<file path="src/hw/rtccal_pkg.sv">
// constants for the rtc calibration output and calendar block
package rtccal_pkg;

    // core clock
    localparam int unsigned CLK_HZ = 50_000_000;

    // register indexes; byte address is four times the index
    localparam logic [7:0] IDX_DATE = 8'h06;
    localparam logic [7:0] IDX_MONTH = 8'h07;
    localparam logic [7:0] IDX_YEAR = 8'h08;
    localparam logic [7:0] IDX_PULSE_CFG = 8'h0f;
    localparam logic [7:0] IDX_PULSE_STATUS = 8'h10;

    // pulse output configuration fields
    localparam int unsigned BIT_SLEEP_ROUTE = 7;
    localparam int unsigned BIT_OUT_EN = 6;
    localparam int unsigned POS_FREQ_SEL = 4;
    localparam int unsigned BIT_ROUTE_A = 3;
    localparam int unsigned BIT_ROUTE_B = 2;
    localparam int unsigned BIT_ROUTE_C = 1;
    localparam int unsigned BIT_ROUTE_D = 0;
    localparam logic [7:0] PULSE_CFG_RESET = 8'h00;

    // pulse status fields
    localparam int unsigned POS_STATUS_PINS = 0;
    localparam int unsigned BIT_STATUS_SLEEP = 4;
    localparam int unsigned BIT_STATUS_LEVEL = 5;

    // frequency select codes
    localparam logic [1:0] PULSE_FREQ_SELECT_1HZ = 2'h0;
    localparam logic [1:0] PULSE_FREQ_SELECT_512HZ = 2'h1;
    localparam logic [1:0] PULSE_FREQ_SELECT_500HZ = 2'h2;
    localparam logic [1:0] PULSE_FREQ_SELECT_16KHZ = 2'h3;

    // output frequencies in hertz
    localparam int unsigned FREQ_1HZ = 1;
    localparam int unsigned FREQ_512HZ = 512;
    localparam int unsigned FREQ_500HZ = 500;
    localparam int unsigned FREQ_16KHZ = 16_000;

    // half periods in core cycles, rounded down
    localparam int unsigned HALF_1HZ = CLK_HZ / (2 * FREQ_1HZ);
    localparam int unsigned HALF_512HZ = CLK_HZ / (2 * FREQ_512HZ);
    localparam int unsigned HALF_500HZ = CLK_HZ / (2 * FREQ_500HZ);
    localparam int unsigned HALF_16KHZ = CLK_HZ / (2 * FREQ_16KHZ);
    localparam int unsigned CNT_W = 25;

    // calendar reset values and limits
    localparam logic [7:0] DATE_RESET = 8'h01;
    localparam logic [7:0] MONTH_RESET = 8'h01;
    localparam logic [7:0] YEAR_RESET = 8'h00;
    localparam logic [7:0] MONTH_LAST = 8'h0c;
    localparam logic [7:0] LEAP_FIRST = 8'h04;
    localparam logic [7:0] LEAP_LAST = 8'h60;
    localparam logic [7:0] DAYS_28 = 8'h1c;
    localparam logic [7:0] DAYS_29 = 8'h1d;
    localparam logic [7:0] DAYS_30 = 8'h1e;
    localparam logic [7:0] DAYS_31 = 8'h1f;

endpackage

</file>
<file path="src/hw/rtccal_pulse_gen.sv">
// square wave generator for the calibration pulse
`timescale 1ns/100ps
module rtccal_pulse_gen #(
    parameter int unsigned HALF_1HZ = rtccal_pkg::HALF_1HZ,
    parameter int unsigned HALF_512HZ = rtccal_pkg::HALF_512HZ,
    parameter int unsigned HALF_500HZ = rtccal_pkg::HALF_500HZ
) (
    // clock and reset
    input wire logic pclk,
    input wire logic presetn,
    // control
    input wire logic run,
    input wire logic [1:0] freq_sel,
    // output
    output logic level
);

    typedef struct packed {
        logic [rtccal_pkg::CNT_W-1:0] cnt;
        logic level;
        logic [1:0] sel;
    } rtccal_gen_t;

    rtccal_gen_t st;
    rtccal_gen_t next_st;

    function automatic logic [rtccal_pkg::CNT_W-1:0] half_count(input logic [1:0] sel);
        case (sel)
            rtccal_pkg::PULSE_FREQ_SELECT_1HZ: half_count = rtccal_pkg::CNT_W'(HALF_1HZ);
            rtccal_pkg::PULSE_FREQ_SELECT_512HZ: half_count = rtccal_pkg::CNT_W'(HALF_512HZ);
            rtccal_pkg::PULSE_FREQ_SELECT_500HZ: half_count = rtccal_pkg::CNT_W'(HALF_500HZ);
            default: half_count = rtccal_pkg::CNT_W'(rtccal_pkg::HALF_16KHZ);
        endcase
    endfunction

    always_comb
    begin
        next_st = st;
        next_st.sel = freq_sel;
        // restart on a new rate so the first period is already exact
        if (!run || (freq_sel != st.sel))
        begin
            next_st.cnt = '0;
            next_st.level = 1'b0;
        end
        else if (st.cnt >= half_count(st.sel) - 1'b1)
        begin
            next_st.cnt = '0;
            next_st.level = ~st.level;
        end
        else
        begin
            next_st.cnt = st.cnt + 1'b1;
        end
    end

    always_ff @(posedge pclk or negedge presetn)
    begin
        if (!presetn)
        begin
            st <= '0;
        end
        else
        begin
            st <= next_st;
        end
    end

    assign level = st.level;

endmodule

</file>
<file path="src/hw/rtccal_top.sv">
// calibration pulse output routing and calendar rollover with apb registers
//
// Functional notes
// - in the deepest power-saving mode only pin d may carry the pulse, and only with sleep route and enable set.
// - the output enable gates the pulse, which then appears on every routed pin outside the deepest power-saving mode.
// - frequency select picks 1 Hz, 512 Hz, 500 Hz or 16 kHz.
// - route bit 3 with enable drives pin a.
// - route bit 2 with enable drives pin b.
// - route bit 1 with enable drives pin c.
// - route bit 0 with enable drives pin d.
// - the pulse configuration register resets to zero.
// - the calendar keeps a full date with leap years.
// - months 1, 3, 5, 7, 8, 10 and 12 roll over after day 31.
// - months 4, 6, 9 and 11 roll over after day 30.
// - february rolls over after day 28, or 29 in a leap year.
// - years 4 to 96 in steps of four are leap years.
// - past the month length the date returns to 1 and the month advances.
// - the month starts at 1, wraps from 12 to 1 and then advances the year.
//
// Design decision made here: the APB register port.
`timescale 1ns/100ps
module rtccal_top #(
    parameter int unsigned HALF_1HZ = rtccal_pkg::HALF_1HZ,
    parameter int unsigned HALF_512HZ = rtccal_pkg::HALF_512HZ,
    parameter int unsigned HALF_500HZ = rtccal_pkg::HALF_500HZ
) (
    // clock and reset
    input wire logic pclk,
    input wire logic presetn,

    // apb slave
    input wire logic psel,
    input wire logic penable,
    input wire logic pwrite,
    input wire logic [7:0] paddr,
    input wire logic [31:0] pwdata,
    input wire logic [3:0] pstrb,
    output logic [31:0] prdata,
    output logic pready,
    output logic pslverr,

    // system state and time base
    input wire logic deepest_power_saving_mode,
    input wire logic day_tick,

    // calibration pins
    output logic calibration_pin_a,
    output logic calibration_pin_b,
    output logic calibration_pin_c,
    output logic calibration_pin_d
);

    typedef struct packed {
        logic [7:0] pulse_cfg;
        logic [7:0] date;
        logic [7:0] month;
        logic [7:0] year;
        logic [3:0] pins;
        logic [31:0] rdata;
        logic err;
    } rtccal_state_t;

    rtccal_state_t st;
    rtccal_state_t next_st;

    logic pulse_level;
    logic [1:0] pulse_freq_select;
    logic out_en;
    logic sleep_route;
    logic [3:0] route;
    logic setup_phase;
    logic access_phase;
    logic [5:0] word_idx;
    logic [7:0] reg_idx;
    logic [7:0] wr_byte;
    logic [7:0] status;
    logic [7:0] month_days;

    // leap years: nonzero multiples of four up to 96
    function automatic logic is_leap(input logic [7:0] year);
        is_leap = (year[1:0] == 2'b00) && (year >= rtccal_pkg::LEAP_FIRST)
            && (year <= rtccal_pkg::LEAP_LAST);
    endfunction

    // last day of a month
    function automatic logic [7:0] days_in(input logic [7:0] month, input logic [7:0] year);
        case (month)
            8'h02:
            begin
                if (is_leap(year))
                begin
                    days_in = rtccal_pkg::DAYS_29;
                end
                else
                begin
                    days_in = rtccal_pkg::DAYS_28;
                end
            end
            8'h04, 8'h06, 8'h09, 8'h0b:
            begin
                days_in = rtccal_pkg::DAYS_30;
            end
            default:
            begin
                days_in = rtccal_pkg::DAYS_31;
            end
        endcase
    endfunction

    // known register index or not
    function automatic logic is_mapped(input logic [7:0] idx);
        case (idx)
            rtccal_pkg::IDX_DATE,
            rtccal_pkg::IDX_MONTH,
            rtccal_pkg::IDX_YEAR,
            rtccal_pkg::IDX_PULSE_CFG,
            rtccal_pkg::IDX_PULSE_STATUS:
            begin
                is_mapped = 1'b1;
            end
            default:
            begin
                is_mapped = 1'b0;
            end
        endcase
    endfunction

    // configuration fields
    assign sleep_route = st.pulse_cfg[rtccal_pkg::BIT_SLEEP_ROUTE];
    assign out_en = st.pulse_cfg[rtccal_pkg::BIT_OUT_EN];
    assign pulse_freq_select = st.pulse_cfg[rtccal_pkg::POS_FREQ_SEL +: 2];
    assign route = st.pulse_cfg[3:0];

    // apb decode
    assign setup_phase = psel && !penable;
    assign access_phase = psel && penable;
    assign word_idx = paddr[7:2];
    assign reg_idx = {2'b00, word_idx};
    assign wr_byte = pwdata[7:0];

    // status view of the live pins and mode
    always_comb
    begin
        status = 8'h00;
        status[rtccal_pkg::POS_STATUS_PINS +: 4] = st.pins;
        status[rtccal_pkg::BIT_STATUS_SLEEP] = deepest_power_saving_mode;
        status[rtccal_pkg::BIT_STATUS_LEVEL] = pulse_level;
    end

    assign month_days = days_in(st.month, st.year);

    // divider only runs while the output enable is set, saving toggling
    rtccal_pulse_gen #(
        .HALF_1HZ(HALF_1HZ),
        .HALF_512HZ(HALF_512HZ),
        .HALF_500HZ(HALF_500HZ)
    ) u_pulse_gen (
        .pclk(pclk),
        .presetn(presetn),
        .run(out_en),
        .freq_sel(pulse_freq_select),
        .level(pulse_level)
    );

    always_comb
    begin
        next_st = st;

        // read data and error are captured in the setup cycle
        if (setup_phase)
        begin
            next_st.err = !is_mapped(reg_idx) || (paddr[1:0] != 2'b00);
            next_st.rdata = 32'h0000_0000;
            case (reg_idx)
                rtccal_pkg::IDX_DATE:
                begin
                    next_st.rdata[7:0] = st.date;
                end
                rtccal_pkg::IDX_MONTH:
                begin
                    next_st.rdata[7:0] = st.month;
                end
                rtccal_pkg::IDX_YEAR:
                begin
                    next_st.rdata[7:0] = st.year;
                end
                rtccal_pkg::IDX_PULSE_CFG:
                begin
                    next_st.rdata[7:0] = st.pulse_cfg;
                end
                rtccal_pkg::IDX_PULSE_STATUS:
                begin
                    next_st.rdata[7:0] = status;
                end
                default:
                begin
                    next_st.rdata = 32'h0000_0000;
                end
            endcase
        end

        // daily calendar advance
        if (day_tick)
        begin
            if (st.date >= month_days)
            begin
                next_st.date = rtccal_pkg::DATE_RESET;
                if (st.month >= rtccal_pkg::MONTH_LAST)
                begin
                    next_st.month = rtccal_pkg::MONTH_RESET;
                    next_st.year = st.year + 8'h01;
                end
                else
                begin
                    next_st.month = st.month + 8'h01;
                end
            end
            else
            begin
                next_st.date = st.date + 8'h01;
            end
        end

        // software write lands after the tick so a set time is not skipped
        if (access_phase && pwrite && !st.err && pstrb[0])
        begin
            case (reg_idx)
                rtccal_pkg::IDX_DATE:
                begin
                    next_st.date = wr_byte;
                end
                rtccal_pkg::IDX_MONTH:
                begin
                    next_st.month = wr_byte;
                end
                rtccal_pkg::IDX_YEAR:
                begin
                    next_st.year = wr_byte;
                end
                rtccal_pkg::IDX_PULSE_CFG:
                begin
                    next_st.pulse_cfg = wr_byte;
                end
                default:
                begin
                    next_st.pulse_cfg = st.pulse_cfg;
                end
            endcase
        end

        // pin routing
        if (!out_en)
        begin
            next_st.pins = 4'h0;
        end
        else if (deepest_power_saving_mode)
        begin
            next_st.pins = 4'h0;
            next_st.pins[0] = sleep_route && pulse_level;
        end
        else
        begin
            next_st.pins[3] = route[rtccal_pkg::BIT_ROUTE_A] && pulse_level;
            next_st.pins[2] = route[rtccal_pkg::BIT_ROUTE_B] && pulse_level;
            next_st.pins[1] = route[rtccal_pkg::BIT_ROUTE_C] && pulse_level;
            next_st.pins[0] = route[rtccal_pkg::BIT_ROUTE_D] && pulse_level;
        end
    end

    always_ff @(posedge pclk or negedge presetn)
    begin
        if (!presetn)
        begin
            st.pulse_cfg <= rtccal_pkg::PULSE_CFG_RESET;
            st.date <= rtccal_pkg::DATE_RESET;
            st.month <= rtccal_pkg::MONTH_RESET;
            st.year <= rtccal_pkg::YEAR_RESET;
            st.pins <= 4'h0;
            st.rdata <= 32'h0000_0000;
            st.err <= 1'b0;
        end
        else
        begin
            st <= next_st;
        end
    end

    // one wait-free access cycle after setup
    assign pready = access_phase;
    assign pslverr = access_phase && st.err;
    assign prdata = st.rdata;

    assign calibration_pin_a = st.pins[3];
    assign calibration_pin_b = st.pins[2];
    assign calibration_pin_c = st.pins[1];
    assign calibration_pin_d = st.pins[0];

endmodule

</file>
<file path="config.mk">
export PLATFORM = sky130hd
export DESIGN_NAME = rtccal_top
export DESIGN_NICKNAME = d
export VERILOG_FILES = /design/src/hw/rtccal_pkg.sv /design/src/hw/rtccal_pulse_gen.sv /design/src/hw/rtccal_top.sv
export SDC_FILE = /design/constraint.sdc
export NUM_CORES = 1
export LEC_CHECK = 0
export CAP_MARGIN = 20
export CORE_ASPECT_RATIO = 1.25
export CORE_UTILIZATION = 64
export DETAILED_ROUTE_END_ITERATION = 8
export DONT_BUFFER_PORTS = 1
export GPL_TIMING_DRIVEN = 0
export MAX_ROUTING_LAYER = met4
export PLACE_DENSITY = 0.78
export SYNTH_ARGS = -nofsm -noshare
export SYNTH_HDL_FRONTEND = slang
export SYNTH_SLANG_ARGS = --single-unit
</file>
<file path="constraint.sdc">
create_clock -name pclk -period 3.1 [get_ports pclk]
set_input_delay 0.155 -clock pclk [delete_from_list [all_inputs] [get_ports pclk]]
set_output_delay 0.155 -clock pclk [all_outputs]
set_load 0.02 [all_outputs]
</file>
==> run_results.csv, run 1 <==
group,metric,value,unit
outcome,status,"finished, final reports clean",
placement,numPortBuffers,0,
setup_path,slowest_delay,420,ps
layout,drive_above_1_share,15.5,%
layout,multiInputGateArea,2680,sq um
clocking,cts_made_buffers,9,
clocking,clock_sinks,73,
synthesis,synth-edff-count,0,
layout,final_cell_mix,"dfrtp_1 (69), nand2_1 (62), nor2_1 (61)",
synthesis,ys_ff_latch,73,
job,cap_violations,0,
sta,fmax,342,MHz
setup_path,start_kind,"flop",
layout,final_common_cell,"dfrtp_1",
sta,maxSlewHeadroom,61.4,%
clocking,cts_tree,"built",
placement,postPlaceCellArea,5000,sq um
sta,slew_violations,0,
setup_path,crit_arrival,3150,ps
global_route,grt_pass1_wl,17300,um
layout,fin_area,5350,sq um
global_route,grt_usage,29.4,%
clocking,path_clk_slew,90,ps
floorplan,initial_core_util,67.5,%
floorplan,ios,89,
clocking,cts-root-buf,"clkbuf_8",
layout,syn_to_final_growth,11.7,%
sta,finClkSkew,10.6,ps
routing,vias,3782,
global_route,antenna_found_initial,0,
floorplan,die_w,79.4,um
routing,postRouteWirelength,10500,um
synthesis,avgSynthCellArea,9.08,sq um
setup_path,path_max_fanout,8,
sta,min_period,2930,ps
synthesis,yosysWarnings,0,
routing,drtIter0Drc,160,
global_route,globalRouteOverflowTotal,0,
global_route,grt_max_degree,74,
layout,diodes,0,
setup_path,cp_slowest_cell,"dfrtp_2",
pwr,vdd_drop_max,375,uV
setup_path,r2r_slack,170,ps
sta,hold_ws,70.9,ps
layout,final_util,75.3,%
layout,seqCellArea,1830,sq um
setup_path,crit_required,3330,ps
placement,gp_congestion,0.932,
placement,hpwl,7820,um
routing,drc,0,
sta,fin_setup_tns,0,ps
sta,hold_viol,0,
synthesis,netlist_instances,528,
routing,ant_nets,0,
clocking,clk-insertion-delay-late,350,ps
layout,nets,671,
clocking,htree_levels,3,
synthesis,synth_cell_types,54,
setup_path,reg2reg_depth,13,
global_route,grt_pass1_vias,3766,
worst_hold_path,worst_hold_path_type,"in2reg",
routing,post_drt_wl_per_cell,15.7,um
layout,finalNonFillerCells,672,
setup_path,cp_common_cell,"ha_1",
setup_path,r2r-start,"u_pulse_gen.st[0]$_DFF_PN0_",
synthesis,synth_top_flop_cell,"dfrtp_1",
setup_path,crit_path_end,"u_pulse_gen.level$_DFFE_PN0P_",
setup_path,path_cells,"inv_2 -> ha_1 -> inv_2 -> ha_1 -> or2_2 -> ha_1 -> nand4_1 -> nor2_1 -> a41oi_1 -> o211ai_1 -> a21o_1 -> buf_2 -> mux2_1",
setup_path,cp-startpoint,"u_pulse_gen.st[0]$_DFF_PN0_",
routing,first_pass_iters,5,
setup_path,cp-end-kind,"flop",
sta,worstMarginPinSlew,576,ps
sta,min_period_over_period,94.4,%
setup_path,r2r-end,"u_pulse_gen.level$_DFFE_PN0P_",
floorplan,core,7100,sq um
setup_path,worstSetupPathType,"reg2reg",
synthesis,netlist_area,4790,sq um
pwr,powerDensity,415,nW/um^2
synthesis,synth_async_sr_flop_share,100,%
placement,place_inst,643,
sta,grt_setup_unrepaired,"no",
synthesis,seq_area_frac_synth,38.2,%
layout,num-fill-cells,534,
floorplan,die_area,7840,sq um
floorplan,die_height,98.8,um
routing,routed_via_density,5.63,
clocking,cts.path.max_buffers,2,
pwr,p_leak,2.54,nW
sta,setup_viol,0,
floorplan,rows,34,
-- how the worst min path moves through the flow --
stage / start / end / slack [ps] / cells after the start
finish: paddr[0] / st[0]$_DFFE_PN0P_ / 70 / 3
detailed placement: presetn / u_pulse_gen.st[9]$_DFF_PN0_ / -140 / 0
floorplan: presetn / calibration_pin_a$_DFF_PN0_ / -140 / 0
CTS: paddr[0] / st[0]$_DFFE_PN0P_ / 70 / 3
global route: deepest_power_saving_mode / prdata[4]$_DFFE_PN0P_ / 110 / 2
global placement: presetn / u_pulse_gen.st[9]$_DFF_PN0_ / -140 / 0
-- cells in the mapped netlist (8+ instances only) --
cell type  instances  share of area (%)
a21oi_1           26                2.7
a221oi_1           8                1.5
buf_2              8               0.84
buf_4             33                5.2
dfrtp_1           71                 37
ha_1              43                 11
inv_1             19                1.5
mux2_2             8                1.9
mux2i_1           10                2.1
nand2_1           62                4.9
nand3_1           23                2.4
nand4_1            9                1.2
nor2_1            61                4.8
nor3_1            11                1.1
o21ai_0           33                3.4
xnor2_1           19                3.5
xor2_1            16                2.9
-- state kept, by name, summed over array words and instances (netlist names) --
register	flops
u_pulse_gen.level	1
calibration_pin_b	1
out_en	1
prdata	8
calibration_pin_c	1
sleep_route	1
route	4
calibration_pin_a	1
pulse_freq_select	2
calibration_pin_d	1
u_pulse_gen.st	27
st	25
-- final cells by class --
class                   instances  share of cell area (%)
well taps                      90                    2.10
multi-input cells             413                    50.0
clock inverters                 5                    1.22
flip-flops and latches         73                    34.2
clock buffers                  11                    2.45
repair buffers                 13                    2.66
plain buffers                  48                    5.98
inverters                      19                    1.33
-- through the flow --
stage | setup slack [ps] | total power [W]
detailed placement | -82.5 | 0.00142
global route | 1.73 | 0.00232
finish | 172 | 0.00222
floorplan | 323 | 0.00135
global placement | 44.9 | 0.00141
CTS | 64.9 | 0.00222
-- critical path, delay by kind of cell (launching register included) --
family / cells / cell delay [ps]
AOI/OAI and AO/OA: 3 / 530
adders and majority gates: 3 / 690
buffers and inverters: 3 / 360
DFF: 1 / 420
muxes: 1 / 330
and+or+nand+nor: 3 / 480
-- per-layer routing --
layer | share of wire (%) | GRT usage, % | up-vias
li1 | - | - | 1863
met1 | 40 | 32.2 | 1817
met2 | 53 | 51.0 | 68
met3 | 2.5 | 3.80 | 34
met4 | 4.1 | 15.9 | 0
met5 | 0 | - | -
-- kinds of logic after synthesis --
group	Yosys count	share of synthesized area, %
adder cells (fa/ha/maj)	43	11.2
AND/OR/NAND/NOR	203	21.0
other	2	0.157
buffers and inverters	67	8.07
multiplexers	19	4.20
flip-flops	73	38.2
XOR/XNOR	35	6.40
AO/OA/AOI/OAI	86	10.8
-- repair_timing --
item | CTS | global route
endpoints found under the hold margin | 109 | 0
setup buffers | 1 | 1
endpoints found under the setup margin | 21 | 28
hold buffers | 11 | 0
resized for setup | 5 | 3
cloned | 0 | 0
-- where the power goes --
part / switching, W / leakage (nW) / internal (W) / total (W)
clock: 0.000384 / 0.0981 / 0.000380 / 0.000764
combinational: 0.000206 / 1.45 / 0.000154 / 0.000360
sequential: 0.0000832 / 0.989 / 0.00101 / 0.00110
total: 0.000673 / 2.54 / 0.00155 / 0.00222
Note: power is estimated with default switching activity, not from simulation.
==> run 2, diff against run 1 <==
--- a/config.mk
+++ b/config.mk
@@ -13,6 +13,7 @@
 export GPL_TIMING_DRIVEN = 0
 export MAX_ROUTING_LAYER = met4
 export PLACE_DENSITY = 0.78
+export REMOVE_ABC_BUFFERS = 1
 export SYNTH_ARGS = -nofsm -noshare
 export SYNTH_HDL_FRONTEND = slang
 export SYNTH_SLANG_ARGS = --single-unit
==> run 2 against run 1 <==
Effect of this change: sequential share of layout area up 1.6 points; critical path type unchanged; first-iteration DRC count up 3.8%; flip-flop and latch count is the same; largest power group unchanged; register-to-register slack gained 40 ps; die area is the same; maximum frequency rose by 1.4%.
==> run_results.csv, run 2 (synthesis results as in run 1) <==
group,metric,value,unit
outcome,status,"finished, final reports clean",
floorplan,die_height,98.8,um
sta,min_period,2890,ps
layout,syn_to_final_growth,6.63,%
global_route,grt_pass1_wl,16800,um
sta,slew_violations,0,
floorplan,rows,34,
sta,hold_viol,0,
layout,diodes,0,
layout,final_cell_mix,"dfrtp_1 (70), nand2_1 (62), nor2_1 (61)",
clocking,clock_sinks,73,
clocking,cts_tree,"built",
clocking,cts_made_buffers,9,
placement,numPortBuffers,0,
floorplan,initial_core_util,67.5,%
sta,fmax,346,MHz
setup_path,crit_required,3340,ps
worst_hold_path,worst_hold_path_type,"in2reg",
job,cap_violations,0,
global_route,grt_pass1_vias,3669,
layout,drive_above_1_share,9.70,%
routing,postRouteWirelength,10500,um
routing,vias,3679,
pwr,p_leak,2.36,nW
floorplan,ios,89,
sta,finClkSkew,10.4,ps
placement,gp_congestion,0.887,
routing,drtIter0Drc,166,
routing,routed_via_density,5.88,
clocking,cts.path.max_buffers,2,
sta,setup_viol,0,
global_route,globalRouteOverflowTotal,0,
routing,ant_nets,0,
global_route,antenna_found_initial,0,
placement,dp_slack,-409,ps
clocking,path_clk_slew,80,ps
layout,largest_register_ffs,27,
floorplan,core,7100,sq um
floorplan,die_w,79.4,um
setup_path,start_kind,"flop",
setup_path,reg2reg_depth,13,
pwr,powerDensity,450,nW/um^2
setup_path,crit_arrival,3130,ps
setup_path,worstSetupPathType,"reg2reg",
layout,nets,625,
routing,drc,0,
layout,fin_area,5110,sq um
clocking,clk-insertion-delay-late,350,ps
clocking,htree_levels,3,
setup_path,path_max_fanout,15,
global_route,grt_max_degree,74,
routing,post_drt_wl_per_cell,16.8,um
sta,min_period_over_period,93.2,%
routing,first_pass_iters,4,
placement,hpwl,7330,um
placement,postPlaceCellArea,4680,sq um
layout,num-fill-cells,555,
setup_path,cp-end-kind,"flop",
global_route,grt_usage,28.6,%
layout,final_common_cell,"dfrtp_1",
layout,largest_register,"u_pulse_gen.st",
sta,maxSlewHeadroom,61.6,%
floorplan,die_area,7840,sq um
pwr,vdd_drop_max,457,uV
sta,worstMarginPinSlew,574,ps
worst_hold_path,whs_path_depth,3,
sta,post-route-worst-setup-slack,211,ps
clocking,cts-root-buf,"clkbuf_8",
[run 2: changes by cell type in the layout (fill, tap and decap cells not counted), moves of 2 or more]
cell      delta
buf_2        -6
buf_4       -34
clkbuf_1     -8
clkinv_4     -2
[run 2: report_power, final]
| part | total, W | switching, W | internal, W |
|---|---|---|---|
| clock network | 0.000864 | 0.000386 | 0.000478 |
| registers | 0.00110 | 0.0000885 | 0.00101 |
| logic | 0.000334 | 0.000203 | 0.000132 |
[run 2: final timing paths]
check,start,endpoint,slack [ps]
hold reg to reg,pulse_freq_select[1]$_DFFE_PN0P_,u_pulse_gen.st[1]$_DFF_PN0_,450
min in group asynchronous,presetn,u_pulse_gen.st[11]$_DFF_PN0_,310
max in group asynchronous,presetn,st[45]$_DFF_PN1_,2410
setup reg to reg,st[45]$_DFF_PN1_,st[48]$_DFF_PN0_,210
setup / recovery,st[45]$_DFF_PN1_,st[48]$_DFF_PN0_,210
hold / removal,day_tick,st[45]$_DFF_PN1_,9
[run 2: layer usage]
metal	share of wire, %	GRT usage (%)	vias up	wire length [um]
met1	38	29.6	1780	3990
met2	55	52.5	86	5800
met3	3.4	3.70	32	353
met5	0	-	-	0
met4	3.3	13.4	0	350
li1	-	-	1781	-
[run 2: per-stage QoR]
stage	cells	hold slack [ps]	util, %	power, W	setup TNS [ps]
after CTS	623	0.957	71.2	0.00229	-75.2
after global placement	595	-138	65.9	0.00138	-5300
after floorplan	505	-141	-	0.00132	0
after global routing	626	28.2	71.9	0.00240	-13.6
final	626	8.85	71.9	0.00230	0
after detailed placement	595	-139	65.9	0.00139	-6430
[run 2: repair_timing]
item / in CTS / in global routing
setup buffers: 0 / 2
hold buffers: 12 / 0
resized for setup: 3 / 9
setup endpoints to repair: 41 / 39
endpoints found under the hold margin: 109 / 0
pin swaps: 0 / 1
gates cloned: 0 / 1
[run 2: critical path, stage by stage, from the launching register on]
cell	delay (ps)
dfstp_2	600
inv_1	80
ha_1	210
nor2_1	90
o22ai_1	80
and3b_1	170
a21oi_1	130
ha_1	240
nand2b_1	140
a21oi_1	250
o21ai_4	180
and2_4	260
a41oi_1	240
o21ai_0	110
[run 2: cell type report]
cell class	count	area, sq um	share of cell area, %
clock buffers	10	138	2.69
clock inverters	6	90.1	1.76
inverters	19	71.3	1.40
multi-input cells	414	2720	53.1
flip-flops and latches	73	1830	35.8
well taps	90	113	2.20
repair buffers	14	153	2.99
==> run 3, diff against run 2 <==
--- a/config.mk
+++ b/config.mk
@@ -16,4 +16,5 @@
 export REMOVE_ABC_BUFFERS = 1
 export SYNTH_ARGS = -nofsm -noshare
 export SYNTH_HDL_FRONTEND = slang
+export SYNTH_HIERARCHICAL = 1
 export SYNTH_SLANG_ARGS = --single-unit
==> run 3 against run 2 <==
Effect of this change: area after synthesis is 2.7% higher; worst setup slack worse by 59 ps; non-clock buffer count is 2 higher; sequential share of layout area is 0.50 points lower; die area is 2.7% higher; via count is 3.6% higher; hold slack better by 4.7 ps; flip-flop and latch count stayed put; critical path depth is 1 lower; global-route usage is 2.0 points higher; highest routed layer unchanged; routed wire length is 4.1% higher; critical endpoint is now u_pulse_gen/level$_DFFE_PN0P_; synthesized cell count is 0.95% higher.
==> run_results.csv, run 3 <==
group,metric,value,unit
sta,fmax,339,MHz
synthesis,synth_top_area_share,36.1,%
synthesis,synth_top_flop_cell,"dfrtp_1",
synthesis,synth_area_leaders,"dfrtp_1 (36%), ha_1 (11%), buf_4 (5.2%), nor2_1 (4.8%), nand2_1 (4.2%)",
setup_path,start_kind,"flop",
global_route,grt_pass1_vias,3709,
clocking,cts_made_buffers,9,
setup_path,worstSetupPathType,"reg2reg",
global_route,globalRouteOverflowTotal,0,
clocking,cts-root-buf,"clkbuf_8",
layout,diodes,0,
placement,postPlaceCellArea,4790,sq um
clocking,clk-insertion-delay-late,360,ps
layout,syn_to_final_growth,5.34,%
global_route,global_route.usage.met3,5.64,%
layout,largest_register_ffs,27,
floorplan,die_height,100,um
layout,largest_register,"u_pulse_gen/st",
floorplan,initial_core_util,66.5,%
layout,final_common_cell,"dfrtp_1",
routing,vias,3810,
setup_path,cp-end-kind,"flop",
routing,ant_nets,0,
placement,gp_congestion,0.897,
pwr,powerDensity,437,nW/um^2
routing,drc,0,
sta,setup_viol,0,
clocking,clock_sinks,73,
placement,numPortBuffers,0,
sta,min_period_over_period,95.1,%
synthesis,yosysWarnings,6,
floorplan,rows,35,
sta,slew_violations,0,
floorplan,die_w,80.5,um
pwr,p_leak,2.39,nW
floorplan,core,7400,sq um
layout,final_cell_mix,"dfrtp_1 (69), nor2_1 (63), nand2_1 (55)",
sta,hold_viol,0,
sta,min_period,2950,ps
global_route,grt_max_degree,74,
floorplan,die_area,8050,sq um
global_route,grt_util_met2,51.3,%
synthesis,synth_area_leader_cell,"dfrtp_1",
layout,nets,631,
sta,worstMarginPinSlew,701,ps
synthesis,avgSynthCellArea,9.24,sq um
placement,hpwl,7730,um
synthesis,synth.most_common_cell,"dfrtp_1",
synthesis,synth_async_sr_flop_share,100,%
worst_hold_path,worst_hold_path_type,"in2reg",
routing,postRouteWirelength,10900,um
global_route,antenna_found_initial,0,
routing,first_pass_iters,5,
sta,finClkSkew,13.7,ps
layout,fin_area,5190,sq um
global_route,grt.busiest_layer,"met2",
floorplan,ios,89,
setup_path,r2r_slack,150,ps
clocking,htree_levels,3,
synthesis,synth_cell_types,62,
global_route,grt_pass1_wl,18000,um
synthesis,netlist_instances,533,
sta,fin_setup_tns,0,ps
clocking,cts_tree,"built",
synthesis,synth-edff-count,0,
clocking,path_clk_slew,90,ps
setup_path,crit_required,3340,ps
synthesis,synthTopCellsByCount,"dfrtp_1 (71), nor2_1 (63), nand2_1 (55)",
synthesis,ys_ff_latch,73,
layout,drive_above_1_share,12.2,%
outcome,status,"finished, final reports clean",
global_route,grt_usage,30.5,%
routing,routed_via_density,6.02,
synthesis,netlist_area,4920,sq um
global_route,grtUsageMet1,34.7,%
synthesis,seq_area_frac_synth,37.1,%
setup_path,crit_arrival,3190,ps
pwr,vdd_drop_max,376,uV
routing,post_drt_wl_per_cell,17.3,um
routing,drtIter0Drc,233,
job,cap_violations,0,
setup_path,path_max_fanout,8,
clocking,cts.path.max_buffers,2,
sta,maxSlewHeadroom,53.1,%
[run 3: cell count changes after synthesis, moves of 7 or more]
cell,before,now
a22oi_1,0,8
and2_1,2,9
mux2_2,8,16
mux2i_1,10,3
nand2_1,62,55
nor3_1,11,4
[run 3: cell families after synthesis]
family          count (synthesis)  synth area share [%]
other cells                     3                 0.229
xor+xnor                       33                  5.87
buf+inv                        69                  8.51
flops                          73                  37.1
fa+ha+maj                      43                  10.9
compound gates                 95                  12.8
simple gates                  196                  19.6
mux                            21                  4.88
[run 3: per-layer routing]
layer	wire, um	share of wire (%)
met4	414	3.8
met5	0	0
met3	516	4.7
met1	4380	40
met2	5610	51
[run 3: repair_timing]
item	in CTS	in global routing
setup endpoints to repair	28	3
cloned	1	0
setup buffers	0	5
endpoints found under the hold margin	105	0
resized for setup	7	8
pin swaps	1	2
hold buffers	11	0
[run 3: final timing paths]
kind / startpoint / end / cells past startpoint
min: deepest_power_saving_mode / calibration_pin_d$_DFF_PN0_ / 2
max in group asynchronous: presetn / st[53]$_DFF_PN1_ / 2
min in group asynchronous: presetn / u_pulse_gen/st[20]$_DFF_PN0_ / 2
max reg2reg: u_pulse_gen/st[0]$_DFF_PN0_ / u_pulse_gen/level$_DFFE_PN0P_ / 12
min reg2reg: pulse_freq_select[0]$_DFFE_PN0P_ / u_pulse_gen/st[0]$_DFF_PN0_ / 0
max: u_pulse_gen/st[0]$_DFF_PN0_ / u_pulse_gen/level$_DFFE_PN0P_ / 12
[run 3: critical path, cell delays in order (launching register included)]
cell and delay (ps):
dfrtp_2 460, inv_4 100, ha_1 170, inv_2 100
ha_1 200, or2_2 310, a21boi_0 130, ha_1 280
and4_1 190, a221oi_2 230, o21ai_2 110, a21o_4 250
mux2_4 290
[run 3: area by class of cell]
cell class	instances	area (sq um)
Inverter	21	81.3
Fill cell	604	2210
Clock buffer	9	124
Clock inverter	6	45.0
Multi-Input combinational cell	416	2830
Tap cell	92	115
Sequential cell	73	1830
Timing Repair Buffer	16	165
[run 3: through the flow]
stage | total power, W | utilization, % | std cells | setup WS [ps] | hold slack (ps)
5_1_grt | 0.00237 | 70.1 | 633 | -12.8 | 9.87
6_report | 0.00227 | 70.1 | 633 | 152 | 13.6
3_3_place_gp | 0.00150 | 64.7 | 601 | -478 | -139
4_1_cts | 0.00224 | 69.1 | 628 | 20.9 | 5.93
2_1_floorplan | 0.00142 | - | 509 | 12.8 | -141
3_5_place_dp | 0.00153 | 64.7 | 601 | -564 | -139
[run 3: power by group]
part	internal (W)	switching, W	leakage, nW	total (W)
Sequential	0.00102	0.000110	0.985	0.00113
Combinational	0.000201	0.000258	1.33	0.000459
Clock	0.000288	0.000387	0.0777	0.000675
Total	0.00151	0.000755	2.39	0.00227
